File: src/rtl/serial_port_consts.vh
/*
 Register map, field positions, reset values and timing constants of the serial peripheral port.
 Assumes inclusion by bare name from the design files; definitions only.
*/
`ifndef SERIAL_PORT_CONSTS_VH
`define SERIAL_PORT_CONSTS_VH
// ==========================================================
// Register byte offsets
`define OFS_CTRL 8'h00
`define OFS_RATE 8'h04
`define OFS_TXDATA 8'h08
`define OFS_RXDATA 8'h0c
`define OFS_RXSTAT 8'h10
`define OFS_TXSTAT 8'h14
`define OFS_RXQ 8'h18
`define OFS_TXQ 8'h1c
`define OFS_ISTAT 8'h20
`define OFS_IMASK 8'h24
// ==========================================================
// Control fields and reset values
`define CTRL_MASTER 0
`define CTRL_CPHA 1
`define CTRL_CPOL 2
`define CTRL_LSB 3
`define CTRL_LEN_HI 12
`define CTRL_LEN_LO 8
`define LEN_MIN 5'h02
`define LEN_MAX 5'h10
`define LEN_RESET 5'h08
// ==========================================================
// Rate codes and serial clock rates in kHz
`define RATE_C1 5'h01
`define RATE_C2 5'h02
`define RATE_C5 5'h05
`define RATE_C20 5'h14
`define RATE_KHZ1 1250
`define RATE_KHZ2 2500
`define RATE_KHZ5 5000
`define RATE_KHZ20 20000
`define CLK_KHZ 125000
// ==========================================================
// Queues and interrupts
`define QMAX 5'h10
`define QMIN 5'h05
`define IRQ_RX 0
`define IRQ_TX 1
`define IRQ_OVR 2
`define IRQ_W 3
`define RESP_OK 2'b00
`define RESP_ERR 2'b10
`endif

File: src/rtl/serial_peripheral_port.v
/*
 Serial peripheral port with master and slave modes, software-sized receive and transmit
 queues, AXI4-Lite register slave and a level interrupt.
 Assumes one 125 MHz clock; all link pins come from outside and are synchronised here.
*/
`timescale 1ns/1ps
`include "serial_port_consts.vh"

module serial_peripheral_port (
   input wire CLK,
   input wire RESET_N,
   input wire [7:0] S_AXI_AWADDR,
   input wire S_AXI_AWVALID,
   output reg S_AXI_AWREADY,
   input wire [31:0] S_AXI_WDATA,
   input wire [3:0] S_AXI_WSTRB,
   input wire S_AXI_WVALID,
   output reg S_AXI_WREADY,
   output reg [1:0] S_AXI_BRESP,
   output reg S_AXI_BVALID,
   input wire S_AXI_BREADY,
   input wire [7:0] S_AXI_ARADDR,
   input wire S_AXI_ARVALID,
   output reg S_AXI_ARREADY,
   output reg [31:0] S_AXI_RDATA,
   output reg [1:0] S_AXI_RRESP,
   output reg S_AXI_RVALID,
   input wire S_AXI_RREADY,
   input wire SCLK_IN,
   output reg SCLK_OUT,
   output reg SCLK_OE,
   input wire MOSI_IN,
   output reg MOSI_OUT,
   output reg MOSI_OE,
   input wire MISO_IN,
   output reg MISO_OUT,
   output reg MISO_OE,
   input wire SS_N_IN,
   output reg SS_N_OUT,
   output reg IRQ
);
   // ==========================================================
   // Configuration and state
   reg master, cpha, cpol, lsb;
   reg [4:0] wlen;
   reg [4:0] rate_code;
   reg [7:0] rxq_len, txq_len;
   reg [`IRQ_W-1:0] istat, imask;
   reg [16:0] acc;
   reg tick;
   reg sclk_m, sclk_s, sclk_d, mosi_m, mosi_s, miso_m, miso_s, ss_m, ss_s;
   reg busy, fin, ph;
   reg [4:0] bidx;
   reg [15:0] txw, rxw;
   reg [15:0] rx_mem [0:`QMAX-1];
   reg [15:0] tx_mem [0:`QMAX-1];
   reg [3:0] rx_wp, rx_rp, tx_wp, tx_rp;
   reg [4:0] rx_cnt, tx_cnt;
   reg [7:0] wa, ra;
   reg [31:0] wd;

   // ==========================================================
   // Rate selection and half-bit tick
   reg [16:0] step;
   always @* begin
      case (rate_code)
         `RATE_C2: step = 17'd2 * 17'd`RATE_KHZ2;
         `RATE_C5: step = 17'd2 * 17'd`RATE_KHZ5;
         `RATE_C20: step = 17'd2 * 17'd`RATE_KHZ20;
         default: step = 17'd2 * 17'd`RATE_KHZ1;
      endcase
   end
   // Fractional accumulator keeps the average rate exact where the divider is not whole
   wire [17:0] acc_sum = {1'b0, acc} + {1'b0, step};
   always @(posedge CLK) begin
      if (!RESET_N) begin
         acc <= 17'h00000;
         tick <= 1'b0;
      end else if (acc_sum >= `CLK_KHZ) begin
         acc <= acc_sum[16:0] - 17'd`CLK_KHZ;
         tick <= 1'b1;
      end else begin
         acc <= acc_sum[16:0];
         tick <= 1'b0;
      end
   end

   // ==========================================================
   // Pin synchronisers
   always @(posedge CLK) begin
      if (!RESET_N) begin
         {sclk_m, sclk_s, sclk_d} <= 3'h0;
         {mosi_m, mosi_s, miso_m, miso_s} <= 4'h0;
         {ss_m, ss_s} <= 2'h3;
      end else begin
         sclk_m <= SCLK_IN;
         sclk_s <= sclk_m;
         sclk_d <= sclk_s;
         mosi_m <= MOSI_IN;
         mosi_s <= mosi_m;
         miso_m <= MISO_IN;
         miso_s <= miso_m;
         ss_m <= SS_N_IN;
         ss_s <= ss_m;
      end
   end

   // ==========================================================
   // Queue capacity and status
   function [4:0] qcap;
      input [7:0] len;
      begin
         if (len == 8'h00)
            qcap = 5'h01;
         else if (len < {3'h0, `QMIN})
            qcap = `QMIN;
         else if (len > {3'h0, `QMAX})
            qcap = `QMAX;
         else
            qcap = len[4:0];
      end
   endfunction
   wire [4:0] rx_cap = qcap(rxq_len);
   wire [4:0] tx_cap = qcap(txq_len);
   wire [4:0] tx_space = (tx_cnt >= tx_cap) ? 5'h00 : tx_cap - tx_cnt;
   wire [4:0] rx_stat = (rxq_len == 8'h00) ? {4'h0, rx_cnt != 5'h00} : rx_cnt;
   wire [4:0] tx_stat = (txq_len == 8'h00) ? {4'h0, tx_space != 5'h00} : tx_space;

   // ==========================================================
   // Shift engine edges
   function [3:0] bitpos;
      input [4:0] idx;
      input [4:0] len;
      input lsbf;
      reg [4:0] t;
      begin
         t = len - 5'h01 - idx;
         bitpos = lsbf ? idx[3:0] : t[3:0];
      end
   endfunction
   wire din = master ? miso_s : mosi_s;
   // Master edges come from the rate tick, slave edges only from the far clock
   wire lead_ev = busy & (master ? (tick & ~ph) : (sclk_d == cpol && sclk_s != cpol));
   wire trail_ev = busy & (master ? (tick & ph) : (sclk_d != cpol && sclk_s == cpol));
   wire samp_ev = cpha ? trail_ev : lead_ev;
   wire drv_ev = cpha ? lead_ev : trail_ev;
   wire last = (bidx == wlen - 5'h01);
   wire tx_avail = (tx_cnt != 5'h00);
   wire m_start = master & ~busy & ~fin & tick & tx_avail;
   wire s_start = ~master & ~busy & ~fin & ~ss_s;
   wire start = m_start | s_start;
   wire [15:0] tx_head = tx_mem[tx_rp];
   wire [15:0] load_w = tx_avail ? tx_head : 16'h0000;
   wire rx_push = fin & (rx_cnt < rx_cap);
   wire rx_ovr = fin & ~(rx_cnt < rx_cap);

   // ==========================================================
   // Register slave handshake conditions
   wire w_do_raw = ~S_AXI_AWREADY & ~S_AXI_WREADY & ~S_AXI_BVALID;
   wire w_tx = (wa == `OFS_TXDATA);
   wire w_do = w_do_raw & ~(w_tx & tx_space == 5'h00);
   wire tx_push = w_do & w_tx & S_AXI_WSTRB[0];
   wire r_pend = ~S_AXI_ARREADY & ~S_AXI_RVALID;
   wire r_rx = (ra == `OFS_RXDATA);
   wire r_do = r_pend & ~(r_rx & rx_cnt == 5'h00);
   wire rx_pop = r_do & r_rx;
   wire tx_pop = start & tx_avail;
   wire ist_clr = r_do & (ra == `OFS_ISTAT);
   wire [`IRQ_W-1:0] ev = {rx_ovr, tx_pop, rx_push};
   // Set wins over the read clear
   wire [`IRQ_W-1:0] next_istat = (ist_clr ? {`IRQ_W{1'b0}} : istat) | ev;

   // ==========================================================
   // Shift engine
   always @(posedge CLK) begin
      if (!RESET_N) begin
         busy <= 1'b0;
         fin <= 1'b0;
         ph <= 1'b0;
         bidx <= 5'h00;
         txw <= 16'h0000;
         rxw <= 16'h0000;
         SCLK_OUT <= 1'b0;
         MOSI_OUT <= 1'b0;
         MISO_OUT <= 1'b0;
         SS_N_OUT <= 1'b1;
      end else begin
         fin <= 1'b0;
         if (!master && ss_s) begin
            busy <= 1'b0;
            bidx <= 5'h00;
         end else if (start) begin
            busy <= 1'b1;
            ph <= 1'b0;
            bidx <= 5'h00;
            txw <= load_w;
            rxw <= 16'h0000;
            if (!cpha) begin
               MOSI_OUT <= load_w[bitpos(5'h00, wlen, lsb)];
               MISO_OUT <= load_w[bitpos(5'h00, wlen, lsb)];
            end
         end else if (busy) begin
            if (samp_ev)
               rxw[bitpos(bidx, wlen, lsb)] <= din;
            if (drv_ev && cpha) begin
               MOSI_OUT <= txw[bitpos(bidx, wlen, lsb)];
               MISO_OUT <= txw[bitpos(bidx, wlen, lsb)];
            end
            if (trail_ev) begin
               if (last) begin
                  busy <= 1'b0;
                  fin <= 1'b1;
               end else begin
                  bidx <= bidx + 5'h01;
                  if (!cpha) begin
                     MOSI_OUT <= txw[bitpos(bidx + 5'h01, wlen, lsb)];
                     MISO_OUT <= txw[bitpos(bidx + 5'h01, wlen, lsb)];
                  end
               end
            end
            if (master && tick)
               ph <= ~ph;
         end
         // Clock rests at the polarity level between words
         if (master && busy && tick)
            SCLK_OUT <= ~SCLK_OUT;
         else if (!busy || !master)
            SCLK_OUT <= cpol;
         SS_N_OUT <= ~(master & (busy | start));
      end
   end

   // ==========================================================
   // Queues
   always @(posedge CLK) begin
      if (tx_push)
         tx_mem[tx_wp] <= wd[15:0];
      if (rx_push)
         rx_mem[rx_wp] <= rxw;
   end
   always @(posedge CLK) begin
      if (!RESET_N) begin
         rx_wp <= 4'h0;
         rx_rp <= 4'h0;
         tx_wp <= 4'h0;
         tx_rp <= 4'h0;
         rx_cnt <= 5'h00;
         tx_cnt <= 5'h00;
      end else begin
         if (tx_push)
            tx_wp <= tx_wp + 4'h1;
         if (tx_pop)
            tx_rp <= tx_rp + 4'h1;
         if (rx_push)
            rx_wp <= rx_wp + 4'h1;
         if (rx_pop)
            rx_rp <= rx_rp + 4'h1;
         tx_cnt <= tx_cnt + {4'h0, tx_push} - {4'h0, tx_pop};
         rx_cnt <= rx_cnt + {4'h0, rx_push} - {4'h0, rx_pop};
      end
   end

   // ==========================================================
   // Register slave
   always @(posedge CLK) begin
      if (!RESET_N) begin
         S_AXI_AWREADY <= 1'b1;
         S_AXI_WREADY <= 1'b1;
         S_AXI_BVALID <= 1'b0;
         S_AXI_BRESP <= `RESP_OK;
         S_AXI_ARREADY <= 1'b1;
         S_AXI_RVALID <= 1'b0;
         S_AXI_RRESP <= `RESP_OK;
         S_AXI_RDATA <= 32'h00000000;
         wa <= 8'h00;
         ra <= 8'h00;
         wd <= 32'h00000000;
         master <= 1'b0;
         cpha <= 1'b0;
         cpol <= 1'b0;
         lsb <= 1'b0;
         wlen <= `LEN_RESET;
         rate_code <= `RATE_C1;
         rxq_len <= 8'h00;
         txq_len <= 8'h00;
         istat <= {`IRQ_W{1'b0}};
         imask <= {`IRQ_W{1'b0}};
         IRQ <= 1'b0;
         SCLK_OE <= 1'b0;
         MOSI_OE <= 1'b0;
         MISO_OE <= 1'b0;
      end else begin
         if (S_AXI_AWVALID && S_AXI_AWREADY) begin
            S_AXI_AWREADY <= 1'b0;
            wa <= {S_AXI_AWADDR[7:2], 2'b00};
         end
         if (S_AXI_WVALID && S_AXI_WREADY) begin
            S_AXI_WREADY <= 1'b0;
            wd <= S_AXI_WDATA;
         end
         // A write to a full transmitter holds its response until room appears
         if (w_do) begin
            S_AXI_BVALID <= 1'b1;
            S_AXI_BRESP <= `RESP_OK;
            case (wa)
               `OFS_CTRL: begin
                  if (S_AXI_WSTRB[0]) begin
                     master <= wd[`CTRL_MASTER];
                     cpha <= wd[`CTRL_CPHA];
                     cpol <= wd[`CTRL_CPOL];
                     lsb <= wd[`CTRL_LSB];
                  end
                  if (S_AXI_WSTRB[1] && wd[`CTRL_LEN_HI:`CTRL_LEN_LO] >= `LEN_MIN &&
                      wd[`CTRL_LEN_HI:`CTRL_LEN_LO] <= `LEN_MAX)
                     wlen <= wd[`CTRL_LEN_HI:`CTRL_LEN_LO];
               end
               `OFS_RATE: begin
                  if (S_AXI_WSTRB[0] && (wd[4:0] == `RATE_C1 || wd[4:0] == `RATE_C2 ||
                      wd[4:0] == `RATE_C5 || wd[4:0] == `RATE_C20) && wd[7:5] == 3'h0)
                     rate_code <= wd[4:0];
               end
               `OFS_TXDATA: begin
               end
               `OFS_RXQ: begin
                  if (S_AXI_WSTRB[0])
                     rxq_len <= wd[7:0];
               end
               `OFS_TXQ: begin
                  if (S_AXI_WSTRB[0])
                     txq_len <= wd[7:0];
               end
               `OFS_IMASK: begin
                  if (S_AXI_WSTRB[0])
                     imask <= wd[`IRQ_W-1:0];
               end
               `OFS_RXDATA, `OFS_RXSTAT, `OFS_TXSTAT, `OFS_ISTAT: begin
               end
               default: S_AXI_BRESP <= `RESP_ERR;
            endcase
         end
         if (S_AXI_BVALID && S_AXI_BREADY) begin
            S_AXI_BVALID <= 1'b0;
            S_AXI_AWREADY <= 1'b1;
            S_AXI_WREADY <= 1'b1;
         end
         if (S_AXI_ARVALID && S_AXI_ARREADY) begin
            S_AXI_ARREADY <= 1'b0;
            ra <= {S_AXI_ARADDR[7:2], 2'b00};
         end
         if (r_do) begin
            S_AXI_RVALID <= 1'b1;
            S_AXI_RRESP <= `RESP_OK;
            case (ra)
               `OFS_CTRL: S_AXI_RDATA <= {19'h00000, wlen, 4'h0, lsb, cpol, cpha, master};
               `OFS_RATE: S_AXI_RDATA <= {27'h0000000, rate_code};
               `OFS_TXDATA: S_AXI_RDATA <= 32'h00000000;
               `OFS_RXDATA: S_AXI_RDATA <= {16'h0000, rx_mem[rx_rp]};
               `OFS_RXSTAT: S_AXI_RDATA <= {27'h0000000, rx_stat};
               `OFS_TXSTAT: S_AXI_RDATA <= {27'h0000000, tx_stat};
               `OFS_RXQ: S_AXI_RDATA <= {24'h000000, rxq_len};
               `OFS_TXQ: S_AXI_RDATA <= {24'h000000, txq_len};
               `OFS_ISTAT: S_AXI_RDATA <= {{(32-`IRQ_W){1'b0}}, istat};
               `OFS_IMASK: S_AXI_RDATA <= {{(32-`IRQ_W){1'b0}}, imask};
               default: begin
                  S_AXI_RDATA <= 32'h00000000;
                  S_AXI_RRESP <= `RESP_ERR;
               end
            endcase
         end
         if (S_AXI_RVALID && S_AXI_RREADY) begin
            S_AXI_RVALID <= 1'b0;
            S_AXI_ARREADY <= 1'b1;
         end
         istat <= next_istat;
         IRQ <= |(next_istat & imask);
         SCLK_OE <= master;
         MOSI_OE <= master;
         MISO_OE <= ~master & ~ss_s;
      end
   end
endmodule // serial_peripheral_port

File: config.mk
export PLATFORM = sky130hd
export DESIGN_NAME = serial_peripheral_port
export DESIGN_NICKNAME = d
export VERILOG_FILES = /design/src/rtl/serial_peripheral_port.v
export VERILOG_INCLUDE_DIRS = /design/src /design/src/rtl
export SDC_FILE = /design/constraint.sdc
export NUM_CORES = 1
export LEC_CHECK = 0
export BUFFER_PORTS_ARGS = -buffer_cell sky130_fd_sc_hd__clkbuf_2
export CORE_AREA = 5 5 265 267
export CTS_CLUSTER_DIAMETER = 50
export DETAILED_ROUTE_END_ITERATION = 6
export DIE_AREA = 0 0 270 272
export MAX_ROUTING_LAYER = met4
export SYNTH_ARGS = -nofsm -noshare
export SYNTH_HDL_FRONTEND = slang
export SYNTH_SLANG_ARGS = --single-unit
File: constraint.sdc
create_clock -name CLK -period 7.5 [get_ports CLK]
set_clock_uncertainty 0.1 [all_clocks]
set_input_delay 0.375 -clock CLK [delete_from_list [all_inputs] [get_ports CLK]]
set_output_delay 0.375 -clock CLK [all_outputs]
set_load 0.05 [all_outputs]
## Word-level counts from Yosys, hierarchy flattened

Memory sizes are Yosys's and may differ from the RTL's. A register that Yosys moved wholly into a read port is not among the register bits.
Index checks and enable logic that the tools add are counted.

- Register bits after elaboration: 205
- RAM bits: 512
- Bits of input ports: 63
- Output and inout port bits: 49
- Word-level logic and storage cells: 286
- Memories: 2

Memory list:

| name | depth | bits a word | read ports | clocked after Yosys merged registers in | write ports | RTL line | RTL |
|---|---|---|---|---|---|---|---|
| rx_mem | 16 | 16 | 1 | 1 | 1 | serial_peripheral_port.v:55 | `` reg [15:0] rx_mem [0:`QMAX-1]; `` |
| tx_mem | 16 | 16 | 1 | 1 | 1 | serial_peripheral_port.v:56 | `` reg [15:0] tx_mem [0:`QMAX-1]; `` |

- Add/sub/neg operators: 15
- Order comparisons: 13
- Equal/unequal tests: 31
- Muxes and demuxes: 68
- Bitwise operators: 50
- Reduce and logical (&&, ||, !) cells: 56

Operators with widths:

| operator | count |
|---|---|
| 16-bit case mux with 9 select lines | 1 |
| 16-bit two-way mux | 4 |
| 6-bit by 3-bit == test with 1-bit output (second input constant) | 8 |
| 16-bit case mux with 3 select lines | 1 |
| 5-bit two-way mux | 9 |
| 1-bit two-way mux | 37 |
| 8-bit zero test | 4 |
| 3-bit AND reduction | 10 |
| 4-bit two-way mux | 7 |
| 1-bit AND | 27 |
| 6-bit by 2-bit == test with 1-bit output (second input constant) | 4 |
| 6-bit by 4-bit == test with 1-bit output (second input constant) | 4 |
| 10-bit OR reduction | 2 |
| 1-bit inverter | 19 |
| 17-bit by 17-bit adder with 18-bit output | 1 |
| 18-bit by 17-bit greater-or-equal comparator with 1-bit output (second input constant) | 1 |
| 1-bit logical AND | 17 |
| 17-bit two-way mux | 1 |
| 17-bit subtractor (second input constant) | 1 |
| 4-bit by 1-bit adder with 4-bit output (second input constant) | 4 |
| 16-bit bitwise mux | 1 |
| 8-bit by 5-bit > comparator with 1-bit output (second input constant) | 2 |
| 8-bit by 3-bit less-than comparator with 1-bit output (second input constant) | 2 |
| 4-bit by 5-bit less-than comparator with 1-bit output (second input constant) | 3 |
| 37 further kinds | 63 |

## Depth between registers and ports, before layout

- Word-level depth: 14
- Depth in mapped cells: 22
- Mapped depth without buffers: 21

## Worst setup path before layout

OpenSTA, ideal clock, no wires.

- Kind: register to register
- Start point: reg txq_len[7]
- End point: reg tx_cnt[4]
- Library setup time: 0.070 ns
- Arrival: 4.148 ns
- Data required time: 7.330 ns
- Path slack: 3.181 ns
- Stages on the path, launching flop included: 22
- Buffers on the path: 1
- Clock period less this slack: 4.319 ns
- Cell sequence: dfxtp_1 > nor4_1 > inv_1 > nor2_1 > ha_1 > nor2b_1 > o21ai_0 > a21boi_0 > nor2_1 > nor4_1 > o21a_1 > nor2_1 > clkbuf_1 > inv_1 > ha_1 > inv_1 > ha_1 > fa_1 > a21oi_1 > nor2_1 > or3_1 > a21oi_1

- Word-level cells in the longest chain between the ends: 14
- Elaborated cells on any way between the ends: 17
- Those cells by class: add/sub: 3; order compare: 3; mux: 4; bitwise: 5; reduce/logical: 2

Ends and longest elaborated chain:

| element | RTL line | RTL |
|---|---|---|
| from (decl) | serial_peripheral_port.v:47 | `reg [7:0] rxq_len, txq_len;` |
| from (signal assigned) | serial_peripheral_port.v:330 | `txq_len <= wd[7:0];` |
| 8-bit by 5-bit > comparator with 1-bit output | serial_peripheral_port.v:117 | `` else if (len > {3'h0, `QMAX}) `` |
| 5-bit two-way mux | serial_peripheral_port.v:117 |  |
| 5-bit two-way mux | serial_peripheral_port.v:115 | `` else if (len < {3'h0, `QMIN}) `` |
| 5-bit two-way mux * | serial_peripheral_port.v:113 | `if (len == 8'h00)` |
| 5-bit subtractor or 5-bit greater-or-equal comparator (tied branches) | serial_peripheral_port.v:125 | `wire [4:0] tx_space = (tx_cnt >= tx_cap) ? 5'h00 : tx_cap - tx_cnt;` |
| 5-bit two-way mux * | serial_peripheral_port.v:125 |  |
| 5-bit zero test * | serial_peripheral_port.v:161 | `wire w_do = w_do_raw & ~(w_tx & tx_space == 5'h00);` |
| 1-bit AND * | serial_peripheral_port.v:161 |  |
| 1-bit inverter * | serial_peripheral_port.v:161 |  |
| 1-bit AND * | serial_peripheral_port.v:161 |  |
| 1-bit AND * (2 in series) | serial_peripheral_port.v:162 | `wire tx_push = w_do & w_tx & S_AXI_WSTRB[0];` |
| 5-bit by 1-bit adder with 5-bit output * | serial_peripheral_port.v:258 | `tx_cnt <= tx_cnt + {4'h0, tx_push} - {4'h0, tx_pop};` |
| 5-bit by 1-bit subtractor with 5-bit output * | serial_peripheral_port.v:258 |  |
| to (signal assigned) | serial_peripheral_port.v:258 |  |
| to (decl) | serial_peripheral_port.v:58 | `reg [4:0] rx_cnt, tx_cnt;` |

Mark *: on every way between the ends. The rest lies on a longest branch, timed or not.
A chain may end at the register's enable or synchronous reset.

## Worst setup path after layout

Ends and elaborated chain as after synthesis.

==> impl_metrics.env <==
export IMPL_via_per_inst=5.809
export IMPL_initial_core_util=0.4446
export IMPL_drt_total_wl_um=75330
export IMPL_clk_pin_slew_worst_paths_ns=0.06
export IMPL_n_fill_cell=5633
export IMPL_grt_pass1_wl_um=114000
export IMPL_cts_max_level=3
export IMPL_fin_tns_setup_ns=0
export IMPL_portBuffers=71
export IMPL_grt_start_max_net_pins=78
export IMPL_num_nets_final=2369
export IMPL_max_freq_mhz=185.4
export IMPL_syn_cell_area_um2=30170
export IMPL_reg2reg_depth=20
export IMPL_power_density_nw_per_um2=260.1
export IMPL_synth_cell_types=92
export IMPL_crit_chain="nor4_1 -> inv_1 -> nor2_1 -> ha_1 -> nor2b_1 -> o21ai_0 -> a21boi_0 -> nor2_1 -> nor4_1 -> o21a_1 -> nor2_1 -> inv_1 -> ha_1 -> inv_1 -> ha_1 -> fa_1 -> a21oi_1 -> nor2_1 -> or3_1 -> a21oi_1"
export IMPL_area_growth_pct=14.69
export IMPL_numCtsBuffers=83
export IMPL_cts_tree="done"
export IMPL_routed_wire_length_per_instance_um=23.56
export IMPL_drc_errors=0
export IMPL_crit_top_cell="nor2_1"
export IMPL_period_needed_ns=5.393
export IMPL_yosys_most_used_dff="edfxtp_1"
export IMPL_io_pins=112
export IMPL_clk_insertion_delay_late_ns=0.63
export IMPL_antenna_found_initial=2
export IMPL_cts_root_buffer="clkbuf_16"
export IMPL_cts_sinks=705
export IMPL_slew_headroom=0.1816
export IMPL_via_count=18571
export IMPL_syn_area_per_cell_um2=14.22
export IMPL_setup_violations_final=0
export IMPL_critPathLaunchType="register"
export IMPL_drive_gt1_frac=0.1806
export IMPL_clk_path_buf_depth=3
export IMPL_die_h_um=272
export IMPL_grt_setup_unrepaired="false"
export IMPL_die_w_um=270
export IMPL_synth_seq_cells=705
export IMPL_die_area_um2=73440
export IMPL_cp_required_ns=7.94
export IMPL_seq_area_um2=19250
export IMPL_grtUsageTotal=0.2077
export IMPL_fin_area_um2=34600
export IMPL_drt_pass1_iter_count=5
export IMPL_num_rows=96
export IMPL_cts_resized=0
export IMPL_p_leak_nw=11.85
export IMPL_synth_top_area_share=0.5096
export IMPL_multiInputGateArea_um2=10250
export IMPL_hpwl_um=47070
export IMPL_synth_cells=2121
export IMPL_worstMarginPinSlew_ns=1.226
export IMPL_max_cap_violations=0
export IMPL_ys_seq_area_frac=0.6377
export IMPL_synthArstFlopShare=0
export IMPL_place_inst=3002
export IMPL_synth_top_cell_by_area="edfxtp_1"
export IMPL_run_status="completed"
export IMPL_crit_type="register to register"
export IMPL_core_area_um2=67870
export IMPL_synthTopCellsByArea="edfxtp_1, dfxtp_1, mux4_2, a21oi_1, nand2_1"
export IMPL_yosys_warnings=0
export IMPL_drtAntennaViolNets=0
export IMPL_ir_drop_mv=0.1893
export IMPL_arrival_ns=5.84
export IMPL_grt_pass1_vias=18609
export IMPL_drtIter0Drc=1858
export IMPL_post_cts_buffers=0
export IMPL_hp_class="primary input to register"
export IMPL_endpoint_kind="register"
export IMPL_synth_edf_count=512
export IMPL_hold_depth=3
export IMPL_routabilityCongestion=0.9035
export IMPL_cp_slowest_stage_delay_ns=0.71
export IMPL_final_cells=3197
export IMPL_hold_viol_final=0
export IMPL_cp_max_fo=14
export IMPL_period_share=0.7190
export IMPL_gr_total_overflow=0
export IMPL_critPathSlowestCell="nor4_1"
export IMPL_dpl_cell_area_um2=31410
export IMPL_maxSlewViolCount=0
## synthesized netlist by cell type, types with 14 or more instances
library cell	instances
mux4_2	141
a211oi_1	21
edfxtp_1	512
buf_2	17
o21ai_0	54
nor2_1	133
nand2b_1	14
mux2i_1	51
nand3_1	55
nor2b_1	23
xnor2_1	23
nand2_1	175
nor3_1	32
ha_1	52
a21oi_1	141
and3_1	40
a31oi_1	16
inv_1	54
buf_4	23
and2_1	20
xor2_1	15
dfxtp_1	193
clkbuf_1	73
## worst max-delay path, delay by kind of cell, from the launching register on
| family | cells | cell delay [ns] |
|---|---|---|
| fa+ha+maj | 4 | 1.22 |
| compound gates | 5 | 0.93 |
| flops | 1 | 0.33 |
| buf+inv | 3 | 0.34 |
| simple gates | 8 | 2.38 |
## placed cells by master, fill, tap and decap left out, types with 29 or more instances in the layout
cell	n
edfxtp_1	512
dfxtp_1	188
nand2_1	175
a21oi_1	141
mux4_2	141
nor2_1	133
clkbuf_16	86
clkbuf_2	71
nand3_1	55
inv_1	54
o21ai_0	54
ha_1	52
mux2i_1	51
dlygate4sd3_1	43
and3_1	40
buf_4	33
nor3_1	29
## logic make-up (layout without fill, tap and decap cells)
family | count (synthesis) | in the layout | synth area share
other cells | 1 | 19 | 0.0001243
buf+inv | 177 | 353 | 0.02584
xor+xnor | 39 | 39 | 0.01178
flops | 705 | 705 | 0.6377
compound gates | 365 | 365 | 0.07925
mux | 202 | 202 | 0.1259
simple gates | 574 | 574 | 0.09389
fa+ha+maj | 58 | 58 | 0.02555
## routing by layer
metal | up-vias | global-route usage | wire [µm]
li1 | 8411 | - | -
met1 | 9430 | 0.2771 | 32910
met2 | 591 | 0.3291 | 35270
met3 | 139 | 0.04035 | 4967
met4 | 0 | 0.05988 | 2184
met5 | - | - | 0
## path summary, 6_finish.rpt
kind / startpoint / to / slack (ns)
worst max-delay path: txq_len[7] / tx_cnt[4] / 2.11
worst min-delay path: S_AXI_ARVALID / ra[5] / 0.03
worst max register to register: txq_len[7] / tx_cnt[4] / 2.11
worst min register to register: ss_m / ss_s / 0.32
## power breakdown
| group | switching (mW) | total, mW | internal (mW) |
|---|---|---|---|
| clock | 1.63 | 3.98 | 2.34 |
| combinational | 0.469 | 0.754 | 0.285 |
| sequential | 0.0735 | 4.27 | 4.19 |
## final cells by class
type,instances,share of cell area
multi-input combinational,1256,0.2962
clock inverter,38,0.01248
tap,882,0.03189
sequential,705,0.5563
antenna,1,0.00007232
clock buffer,113,0.06715
timing repair buffer,147,0.02987
inverter,55,0.006039
## per-stage QoR
stage | hold slack, ns | util | power, mW | setup slack, ns
global placement | 0.3002 | 0.4629 | 5.057 | 2.521
floorplan | 0.2863 | - | 4.849 | 3.181
finish | 0.03173 | 0.5098 | 8.998 | 2.107
global route | 0.04692 | 0.5098 | 9.318 | 1.655
detailed placement | 0.3098 | 0.4629 | 5.076 | 2.237
CTS | 0.004817 | 0.5098 | 9.068 | 2.211
## state kept, by name, summed over array words and instances (netlist names), 5 cells and up, named ones only
signal	cells
S_AXI_RDATA	16
acc	15
bidx	5
ra	6
rate_code	5
rx_cnt	5
rx_mem	256
rxq_len	8
rxw	16
tx_cnt	5
tx_mem	256
txq_len	8
txw	16
wa	6
wd	16
wlen	5
## timing repair
| item | CTS | global route |
|---|---|---|
| hold endpoints to repair | 37 | 0 |
| hold buffers | 43 | 0 |
| setup endpoints to repair | 0 | 0 |
Power figures use the tool's default switching activity.
